**config.mk**
```make
export PLATFORM = sky130hd
export DESIGN_NAME = output_port_flow_control
export DESIGN_NICKNAME = d
export VERILOG_FILES = /design/src/core/opfc_pkg.sv /design/src/core/output_port_flow_control.sv
export SDC_FILE = /design/constraint.sdc
export NUM_CORES = 1
export LEC_CHECK = 0
export BUFFER_PORTS_ARGS = -buffer_cell sky130_fd_sc_hd__buf_2
export CORE_MARGIN = 2
export CORE_UTILIZATION = 44
export DETAILED_ROUTE_END_ITERATION = 8
export GPL_ROUTABILITY_DRIVEN = 0
export PLACE_DENSITY = 0.88
export SLEW_MARGIN = 20
export SYNTH_ARGS = -nofsm -noshare
export SYNTH_HDL_FRONTEND = slang
export SYNTH_SLANG_ARGS = --single-unit
```
**constraint.sdc**
```tcl
create_clock -name i_core_clk -period 1.7 [get_ports i_core_clk]
set_input_delay 0.255 -clock i_core_clk [delete_from_list [all_inputs] [get_ports i_core_clk]]
set_output_delay 0.255 -clock i_core_clk [all_outputs]
set_load 0.01 [all_outputs]
```
**src/core/opfc_pkg.sv**
```systemverilog
// constants for the output port and flow control block
package opfc_pkg;
   // ----------------------------------------
   // register byte offsets
   // ----------------------------------------
   localparam logic [7:0] OFS_SRC_CFG = 8'h00;
   localparam logic [7:0] OFS_MODE = 8'h04;
   localparam logic [7:0] OFS_CMD = 8'h08;
   localparam logic [7:0] OFS_LATCH = 8'h0c;
   localparam logic [7:0] OFS_STATUS = 8'h10;
   // ----------------------------------------
   // fields
   // ----------------------------------------
   localparam int MODE_CTS_GATE_BIT = 0;
   localparam int MODE_RTS_CTRL_BIT = 1;
   localparam int CMD_CODE_LSB = 8;
   localparam int CMD_CODE_W = 4;
   localparam int ST_TX_ALLOW_BIT = 0;
   localparam int ST_RTS_N_BIT = 1;
   localparam int ST_CTS_N_BIT = 2;
   // ----------------------------------------
   // command codes and reset values
   // ----------------------------------------
   localparam logic [3:0] CMD_SET_BITS = 4'he;
   localparam logic [3:0] CMD_CLR_BITS = 4'hf;
   localparam logic [7:0] RST_SRC_CFG = 8'h00;
   localparam logic [7:0] RST_LATCH = 8'h00;
   localparam logic [1:0] RST_MODE = 2'h0;
   // ----------------------------------------
   // host bus modes
   // ----------------------------------------
   typedef enum logic {BUS_SPLIT_STROBE, BUS_DATA_STROBE} bus_mode_e;
endpackage

```
**src/core/output_port_flow_control.sv**
```systemverilog
// output pin sourcing, rts/cts flow control and host access end detection
//
// Register access over APB and the address map were chosen for this implementation.
`timescale 1ns/1ps

// Operation
// - config register picks source of pins 2-7
// - pins 0 and 1 sourced by mode/command
// - latch-driven pins show inverted latch bit
// - command E sets, F clears latch
// - only ones in data word act
// - cts_n on input zero, rts_n on pin zero
// - cts high: finish character, then stop
// - gate disabled: cts pin ignored
// - rts high on full fifo plus start bit
// - split mode: first rising ce/wr/rd ends
// - strobe mode: ce rise or ack fall ends
module output_port_flow_control
   import opfc_pkg::*;
#(
   parameter int PIN_W = 8
) (
   // clock and reset
   input wire logic i_core_clk,
   input wire logic i_reset,
   // apb slave
   input wire logic i_psel,
   input wire logic i_penable,
   input wire logic i_pwrite,
   input wire logic [7:0] i_paddr,
   input wire logic [31:0] i_pwdata,
   output logic o_pready,
   output logic [31:0] o_prdata,
   output logic o_pslverr,
   // line side
   input wire logic i_input_pin_zero,
   input wire logic [PIN_W-1:2] i_alt_func,
   output logic [PIN_W-1:0] o_output_pins,
   // transmitter and receiver status
   input wire logic i_tx_busy,
   output logic o_tx_allow,
   input wire logic i_rx_fifo_full,
   input wire logic i_rx_start_bit,
   input wire logic i_rx_fifo_read,
   // host bus pins
   input wire opfc_pkg::bus_mode_e i_bus_mode,
   input wire logic i_chip_enable_n,
   input wire logic i_write_strobe_n,
   input wire logic i_read_strobe_n,
   output logic o_transfer_ack_n,
   output logic o_access_end
);
   import opfc_pkg::*;

   // ----------------------------------------
   // registers
   // ----------------------------------------
   logic [PIN_W-1:0] src_cfg;
   logic [PIN_W-1:0] out_pin_latch;
   logic tx_cts_gate_enable;
   logic rx_rts_control_enable;
   logic request_to_send_n;
   logic wr_go;
   logic rd_go;
   logic [3:0] cmd_code;
   logic [PIN_W-1:0] cmd_mask;
   logic cts_high;
   logic [31:0] next_prdata;
   logic next_slverr;
   logic [PIN_W-1:0] next_pins;
   logic next_tx_allow;

   assign wr_go = i_psel & i_penable & o_pready & i_pwrite;
   assign rd_go = i_psel & i_penable & ~o_pready & ~i_pwrite;
   assign cmd_code = i_pwdata[CMD_CODE_LSB +: CMD_CODE_W];
   assign cmd_mask = i_pwdata[PIN_W-1:0];
   assign cts_high = i_input_pin_zero;

   // ----------------------------------------
   // apb handshake
   // ----------------------------------------
   // one wait state keeps pready and read data on flops
   always_ff @(posedge i_core_clk) begin
      if (i_reset) begin
         o_pready <= 1'b0;
      end else begin
         o_pready <= i_psel & i_penable & ~o_pready;
      end
   end

   always_comb begin
      next_prdata = 32'h0;
      next_slverr = 1'b0;
      case (i_paddr)
         OFS_SRC_CFG: next_prdata[PIN_W-1:0] = src_cfg;
         OFS_MODE: begin
            next_prdata[MODE_CTS_GATE_BIT] = tx_cts_gate_enable;
            next_prdata[MODE_RTS_CTRL_BIT] = rx_rts_control_enable;
         end
         OFS_CMD: next_prdata = 32'h0;
         OFS_LATCH: next_prdata[PIN_W-1:0] = out_pin_latch;
         OFS_STATUS: begin
            next_prdata[ST_TX_ALLOW_BIT] = o_tx_allow;
            next_prdata[ST_RTS_N_BIT] = request_to_send_n;
            next_prdata[ST_CTS_N_BIT] = i_input_pin_zero;
         end
         default: next_slverr = 1'b1;
      endcase
   end

   always_ff @(posedge i_core_clk) begin
      if (i_reset) begin
         o_prdata <= 32'h0;
         o_pslverr <= 1'b0;
      end else if (i_psel & i_penable & ~o_pready) begin
         o_prdata <= rd_go ? next_prdata : 32'h0;
         o_pslverr <= next_slverr;
      end else begin
         o_prdata <= 32'h0;
         o_pslverr <= 1'b0;
      end
   end

   // ----------------------------------------
   // configuration registers
   // ----------------------------------------
   always_ff @(posedge i_core_clk) begin
      if (i_reset) begin
         src_cfg <= RST_SRC_CFG;
      end else if (wr_go && i_paddr == OFS_SRC_CFG) begin
         src_cfg <= i_pwdata[PIN_W-1:0];
      end
   end

   always_ff @(posedge i_core_clk) begin
      if (i_reset) begin
         {rx_rts_control_enable, tx_cts_gate_enable} <= RST_MODE;
      end else if (wr_go && i_paddr == OFS_MODE) begin
         tx_cts_gate_enable <= i_pwdata[MODE_CTS_GATE_BIT];
         rx_rts_control_enable <= i_pwdata[MODE_RTS_CTRL_BIT];
      end
   end

   // ----------------------------------------
   // output latch commands
   // ----------------------------------------
   // other codes written to the command word are ignored here
   always_ff @(posedge i_core_clk) begin
      if (i_reset) begin
         out_pin_latch <= RST_LATCH;
      end else if (wr_go && i_paddr == OFS_CMD) begin
         if (cmd_code == CMD_SET_BITS) begin
            out_pin_latch <= out_pin_latch | cmd_mask;
         end else if (cmd_code == CMD_CLR_BITS) begin
            out_pin_latch <= out_pin_latch & ~cmd_mask;
         end
      end
   end

   // ----------------------------------------
   // transmitter cts gating
   // ----------------------------------------
   // a character already being shifted is never cut short
   always_comb begin
      if (!tx_cts_gate_enable || !cts_high) begin
         next_tx_allow = 1'b1;
      end else if (i_tx_busy) begin
         next_tx_allow = o_tx_allow;
      end else begin
         next_tx_allow = 1'b0;
      end
   end

   always_ff @(posedge i_core_clk) begin
      if (i_reset) begin
         o_tx_allow <= 1'b1;
      end else begin
         o_tx_allow <= next_tx_allow;
      end
   end

   // ----------------------------------------
   // receiver rts
   // ----------------------------------------
   // the set wins over a read in the same cycle
   always_ff @(posedge i_core_clk) begin
      if (i_reset) begin
         request_to_send_n <= 1'b0;
      end else if (!rx_rts_control_enable) begin
         request_to_send_n <= 1'b0;
      end else if (i_rx_fifo_full && i_rx_start_bit) begin
         request_to_send_n <= 1'b1;
      end else if (i_rx_fifo_read) begin
         request_to_send_n <= 1'b0;
      end
   end

   // ----------------------------------------
   // output pin sources
   // ----------------------------------------
   always_comb begin
      next_pins = ~out_pin_latch;
      if (rx_rts_control_enable) begin
         next_pins[0] = request_to_send_n;
      end
      for (int i = 2; i < PIN_W; i++) begin
         if (src_cfg[i]) begin
            next_pins[i] = i_alt_func[i];
         end
      end
   end

   always_ff @(posedge i_core_clk) begin
      if (i_reset) begin
         o_output_pins <= ~RST_LATCH;
      end else begin
         o_output_pins <= next_pins;
      end
   end

   // ----------------------------------------
   // host bus access end
   // ----------------------------------------
   logic ce_q;
   logic wr_q;
   logic rd_q;
   logic in_access;
   logic ce_rise;
   logic strobe_rise;
   logic next_end;

   assign ce_rise = ~ce_q & i_chip_enable_n;
   assign strobe_rise = (~wr_q & i_write_strobe_n) | (~rd_q & i_read_strobe_n);

   always_ff @(posedge i_core_clk) begin
      if (i_reset) begin
         ce_q <= 1'b1;
         wr_q <= 1'b1;
         rd_q <= 1'b1;
      end else begin
         ce_q <= i_chip_enable_n;
         wr_q <= i_write_strobe_n;
         rd_q <= i_read_strobe_n;
      end
   end

   // only the first terminating edge of an access counts
   always_comb begin
      next_end = 1'b0;
      if (in_access) begin
         if (i_bus_mode == BUS_SPLIT_STROBE) begin
            next_end = ce_rise | strobe_rise;
         end else begin
            next_end = ce_rise | ~o_transfer_ack_n;
         end
      end
   end

   always_ff @(posedge i_core_clk) begin
      if (i_reset) begin
         in_access <= 1'b0;
      end else if (next_end) begin
         in_access <= 1'b0;
      end else if (!i_chip_enable_n && ce_q) begin
         in_access <= 1'b1;
      end
   end

   always_ff @(posedge i_core_clk) begin
      if (i_reset) begin
         o_access_end <= 1'b0;
      end else begin
         o_access_end <= next_end;
      end
   end

   // ack falls one cycle into a data-strobe access, held until ce rises
   always_ff @(posedge i_core_clk) begin
      if (i_reset) begin
         o_transfer_ack_n <= 1'b1;
      end else if (i_chip_enable_n || i_bus_mode != BUS_DATA_STROBE) begin
         o_transfer_ack_n <= 1'b1;
      end else if (in_access) begin
         o_transfer_ack_n <= 1'b0;
      end
   end

   // ----------------------------------------
   // assertions
   // ----------------------------------------
   AST_CFG_SRC: assert property (@(posedge i_core_clk) disable iff (i_reset)
      src_cfg[2] |=> o_output_pins[2] == $past(i_alt_func[2]))
      else $error("pin two does not follow alternate source");

   AST_PIN1_LATCH: assert property (@(posedge i_core_clk) disable iff (i_reset)
      1'b1 |=> o_output_pins[1] == ~$past(out_pin_latch[1]))
      else $error("pin one not driven from latch");

   AST_LATCH_INV: assert property (@(posedge i_core_clk) disable iff (i_reset)
      !src_cfg[5] |=> o_output_pins[5] == ~$past(out_pin_latch[5]))
      else $error("latch pin not inverted");

   AST_CMD_SET: assert property (@(posedge i_core_clk) disable iff (i_reset)
      wr_go && i_paddr == OFS_CMD && cmd_code == CMD_SET_BITS
      |=> out_pin_latch == ($past(out_pin_latch) | $past(cmd_mask)))
      else $error("set command wrong");

   AST_CMD_CLR: assert property (@(posedge i_core_clk) disable iff (i_reset)
      wr_go && i_paddr == OFS_CMD && cmd_code == CMD_CLR_BITS
      |=> out_pin_latch == ($past(out_pin_latch) & ~$past(cmd_mask)))
      else $error("clear command wrong");

   AST_RTS_PIN: assert property (@(posedge i_core_clk) disable iff (i_reset)
      rx_rts_control_enable |=> o_output_pins[0] == $past(request_to_send_n))
      else $error("rts not on pin zero");

   AST_TX_FINISH: assert property (@(posedge i_core_clk) disable iff (i_reset)
      o_tx_allow && i_tx_busy ##1 i_tx_busy |-> o_tx_allow)
      else $error("character cut short");

   AST_TX_STOP: assert property (@(posedge i_core_clk) disable iff (i_reset)
      tx_cts_gate_enable && cts_high && !i_tx_busy |=> !o_tx_allow)
      else $error("transmitter not stopped");

   AST_CTS_IGNORED: assert property (@(posedge i_core_clk) disable iff (i_reset)
      !tx_cts_gate_enable |=> o_tx_allow)
      else $error("cts acted while disabled");

   AST_RTS_HIGH: assert property (@(posedge i_core_clk) disable iff (i_reset)
      rx_rts_control_enable && i_rx_fifo_full && i_rx_start_bit |=> ##1 o_output_pins[0])
      else $error("rts not raised");

   AST_RTS_LOW: assert property (@(posedge i_core_clk) disable iff (i_reset)
      rx_rts_control_enable && request_to_send_n && i_rx_fifo_read && !i_rx_start_bit
      |=> !request_to_send_n)
      else $error("rts not released");

   AST_SPLIT_END: assert property (@(posedge i_core_clk) disable iff (i_reset)
      in_access && i_bus_mode == BUS_SPLIT_STROBE && (ce_rise || strobe_rise)
      |=> o_access_end && !in_access)
      else $error("split access not ended");

   AST_DS_END: assert property (@(posedge i_core_clk) disable iff (i_reset)
      in_access && i_bus_mode == BUS_DATA_STROBE && !i_chip_enable_n
      |-> ##[0:2] (o_access_end || i_chip_enable_n))
      else $error("strobe access not ended");

   COV_SET_CMD: cover property (@(posedge i_core_clk) disable iff (i_reset)
      wr_go && i_paddr == OFS_CMD && cmd_code == CMD_SET_BITS);
   COV_TX_STOP: cover property (@(posedge i_core_clk) disable iff (i_reset)
      o_tx_allow ##1 !o_tx_allow);
   COV_RTS_CYCLE: cover property (@(posedge i_core_clk) disable iff (i_reset)
      request_to_send_n ##[1:20] !request_to_send_n);
   COV_DS_ACCESS: cover property (@(posedge i_core_clk) disable iff (i_reset)
      !o_transfer_ack_n ##1 o_access_end);

endmodule // output_port_flow_control

```
; ---- Word level (Yosys, flattened, before mapping)
; Cells that the tools add are included.
[word_totals]
ff_bits = 68
input_bits = 60
out_inout_bits = 45
word_cells = 86
[op_classes]
n_eq_ne = 6
mux = 17
bitwise = 25
reduce_logical = 21
[ops]
columns = op, count
row1 = 8-bit by 4-bit == test with 1-bit output (second input constant), 2
row2 = 8-bit 2-to-1 mux, 2
row3 = 8-bit inverter, 2
row4 = 1-bit 2-to-1 mux, 12
row5 = 1-bit inverter, 10
row6 = 5-bit case mux with 2 select lines, 1
row7 = 2-bit OR reduction, 5
row8 = 1-bit bitwise AND, 8
row9 = 8-bit bitwise AND, 1
row10 = 4-bit == test (second input constant), 2
row11 = 8-bit by 3-bit == test with 1-bit output (second input constant), 1
row12 = 8-bit by 5-bit == test with 1-bit output (second input constant), 1
row13 = 8-bit logical NOT, 1
row14 = 8-bit bitwise OR, 1
row15 = 2-bit case mux with 4 select lines, 1
row16 = 1-bit logical AND, 5
row17 = 5-bit OR reduction, 1
row18 = 2-bit nonzero test, 2
row19 = 1-bit logical NOT, 3
row20 = 1-bit bitwise OR, 3
row21 = 1-bit case mux with 3 select lines, 1
row22 = 3-bit OR reduction, 1
row23 = 1-bit logical OR, 2
row24 = 2-bit AND reduction, 1

; ---- Longest topological paths before layout
[logic_depth]
depth_word = 7
mapped_depth = 5
ltp_nobuf = 4

; ---- Worst setup path before layout
; No wires, ideal clock.
[synth_timing]
path_type = input to register
from = in i_paddr[1]
to = reg (tool-made name)
setup_time_ns = 0.091
arrival_time_ns = 1.508
t_required_ns = 1.609
setup_slack_ns = 0.101
path_stages = 5
path_buffers = 1
cell_sequence = or4_4 > nor3b_4 > buf_6 > a31oi_1 > a311oi_1
[synth_lines]
columns = element, line_no
row1 = "start, declared", output_port_flow_control.sv:30  ; input wire logic [7:0] i_paddr,

; ---- Worst setup path in the final report
[layout_timing]
from = reg o_pready
to = reg o_prdata[0]
[layout_via]
elab_chain_len = 5
elab_cells_between_ends = 6
classes_between = 5 x bitwise / 1 x reduce/logical
[layout_lines]
columns = element, line_no
row1 = "start, declared", output_port_flow_control.sv:32  ; output logic o_pready,
row2 = "start signal, assigned", output_port_flow_control.sv:87  ; o_pready <= i_psel & i_penable & ~o_pready;
row3 = 1-bit inverter (*), "output_port_flow_control.sv:74, output_port_flow_control.sv:115"
row4 = 1-bit bitwise AND (*), "output_port_flow_control.sv:74, output_port_flow_control.sv:115"
row5 = 1-bit bitwise AND, output_port_flow_control.sv:74  ; assign rd_go = i_psel & i_penable & ~o_pready & ~i_pwrite;
row6 = 1-bit inverter (no source line), --
row7 = 3-bit OR reduction (no source line) (*), --
row8 = "end signal, assigned", output_port_flow_control.sv:116  ; o_prdata <= rd_go ? next_prdata : 32'h0;
row9 = "end, declared", output_port_flow_control.sv:33  ; output logic [31:0] o_prdata,
; Every way passes the cells marked *; elsewhere a longest branch is shown, timed or not.
; A chain may end at the register's enable or synchronous reset.

==> out/metrics.yaml <==
vdd_drop_max_mv: 0.529
ios: 105
cp-end-kind: "register"
cp_max_fo: 4
drt_iter0_drc: 68
holdWs_ns: 0.153
nFillCells: 381
die_area_um2: 4890
drt_pass1_iterations: 4
drv_cap: 0
cts_made_buffers: 5
seqPwrFrac: 0.514
area_growth_pct: 22.0
syn_area_per_cell_um2: 9.96
power_density_nw_per_um2: 868
yosys.area_share.xor_xnor: 0
path_clk_slew_ns: 0.08
htreeDepth: 2
sw_frac_of_total: 0.221
crit_chain: "or4_4, or4_1, nor2_1"
setup_viol: 0
synth_top_area_frac: 0.460
critPathRequiredTime_ns: 1.94
core_um2: 4090
p_int_w: 0.00158
outcome: "completed"
grt_max_degree: 35
diodes: 0
grtUsageTotal: 0.161
hpwl_um: 2920
yosysUniqueCellTypes: 41
synth.yosys.warnings: 0
cts.hold.buffers_added: 0
drc: 0
finalCriticalPeriod_ns: 1.63
cp-start-kind: "register"
p_clk_frac: 0.409
synth_seq_cells: 44
die_w_um: 69.9
portBuffers: 60
slowest_delay_ns: 0.58
p_switching_w: 0.000448
synthCells: 192
cp.arrival_ns: 1.86
cts_setup_buffers: 0
clock_path_buffers: 2
wl_um: 3960
synthArstFlopShare: 0
finalHoldViolCount: 0
synth_edf_count: 0
fmax_mhz: 615
cts_root_buf: "clkbuf_8"
rows: 23
power_frac_comb: 0.077
antenna_left: 0
synth.area.mux_share: 0.0680
synth_compound_area_frac: 0.165
synth.area.top_cells: "dfxtp_1 46%, buf_4 9.4%, mux2i_1 6.8%, nor2_1 5.3%, a311oi_1 3.7%"
avgRoutedWirePerCell_um: 12.8
clk_latency_ns: 0.29
period_share: 0.956
yosysSeqAreaShare: 0.460
grt_pass1_wl_um: 6420
avgViaCountPerCell: 5.10
grt_pass1_vias: 1441
synth-adder-area-share: 0
synthSimpleGateAreaFrac: 0.184
numClockSinks: 44
cts_tree: "built"
antenna_found_initial: 0
fin_setup_tns_ns: 0
rrSetupSlack_ns: 0.07
rsz0062_at_grt: "no"
post-route-util: 0.571
die_h_um: 69.9
mostFrequentLayoutCells: "60 x buf_2, 44 x dfxtp_1, 27 x nor2_1"
overflow: 0
vias: 1582
hold_path.class: "input port to register"
setup.worst_path.class: "register to register"
synth_top_family_by_area: "simple AND/OR/NAND/NOR gates"
leakage_nw: 1.06
initial_core_util: 0.468
slowest_stage: "or4_4"
skew_ns: 0.00562
layout_commonest_cell: "buf_2"
syn_area_um2: 1910
drv_slew: 0
drive_gt1_frac: 0.335
synth_top_area_cell: "dfxtp_1"
nets: 319
cts_resized: 0
synth_flop_cell: "dfxtp_1"
-- worst paths after layout --
kind / startpoint / end / cells past startpoint
worst min register to register: register / o_output_pins[1]$_SDFF_PP1_ / 1
worst max register to register: o_pready$_SDFF_PP0_ / o_prdata[0]$_SDFF_PP0_ / 3
worst max-delay path: o_pready$_SDFF_PP0_ / o_prdata[0]$_SDFF_PP0_ / 3
worst min-delay path: i_bus_mode / o_transfer_ack_n$_SDFFE_PP1P_ / 2
-- power groups by stage --
stage | Combinational (W) | Clock [W] | Sequential, W
after floorplan | 0.000122 | 0 | 0.00107
after global placement | 0.000152 | 0 | 0.00107
after detailed placement | 0.000154 | 0 | 0.00107
after CTS | 0.000155 | 0.000852 | 0.00104
after global routing | 0.000172 | 0.000893 | 0.00104
final | 0.000157 | 0.000828 | 0.00104
-- cell families (layout without fill, tap and decap cells) --
group / after synthesis / in the layout
multiplexers: 13 / 13
other: 1 / 24
flip-flops: 44 / 44
buffers and inverters: 35 / 80
AND/OR/NAND/NOR: 59 / 59
AO/OA/AOI/OAI: 40 / 40
-- cell type report --
class / instances / area [µm²] / share of cell area
clock buffer: 6 / 82.6 / 0.0354
clock inverter: 2 / 38.8 / 0.0166
inverter: 2 / 7.51 / 0.00322
multi-input combinational: 136 / 887 / 0.380
sequential: 44 / 881 / 0.377
tap: 50 / 62.6 / 0.0268
timing repair buffer: 70 / 375 / 0.161
-- per-layer routing --
layer  up-vias  routed length, µm  GRT usage
met5         -                  0          0
met4         0                 43     0.0662
met3         5                328     0.0476
met2        65               1920      0.261
met1       726               1660      0.198
li1        786                  -          -
-- stage by stage --
stage                     power, W  setup slack (ns)  instances  instance area [µm²]
after global routing       0.00211          0.000981        310                 2330
after CTS                  0.00205            0.0602        310                 2330
after floorplan            0.00119             0.101        215                 2000
after global placement     0.00122           -0.0597        302                 2210
final                      0.00203            0.0740        310                 2330
after detailed placement   0.00122            -0.141        302                 2210
-- synth_stat cells (all sizes together), types with 2 or more instances --
library cell,number
dfxtp,44
buf,28
nor2,27
mux2i,13
a31oi,9
a311oi,8
a211o,7
a22o,5
clkbuf,5
nand2,4
nor2b,4
a32oi,3
nor3,3
nor3b,3
or2,3
or4,3
inv,2
nand2b,2
nand4,2
nor4b,2
o2bb2ai,2
-- worst max-delay path: cells and delay by family, from the launching register on --
kind | cells | cell delay, ns
flops | 1 | 0.33
simple gates | 3 | 1.23
No activity file was read; power rests on OpenSTA's default activity.
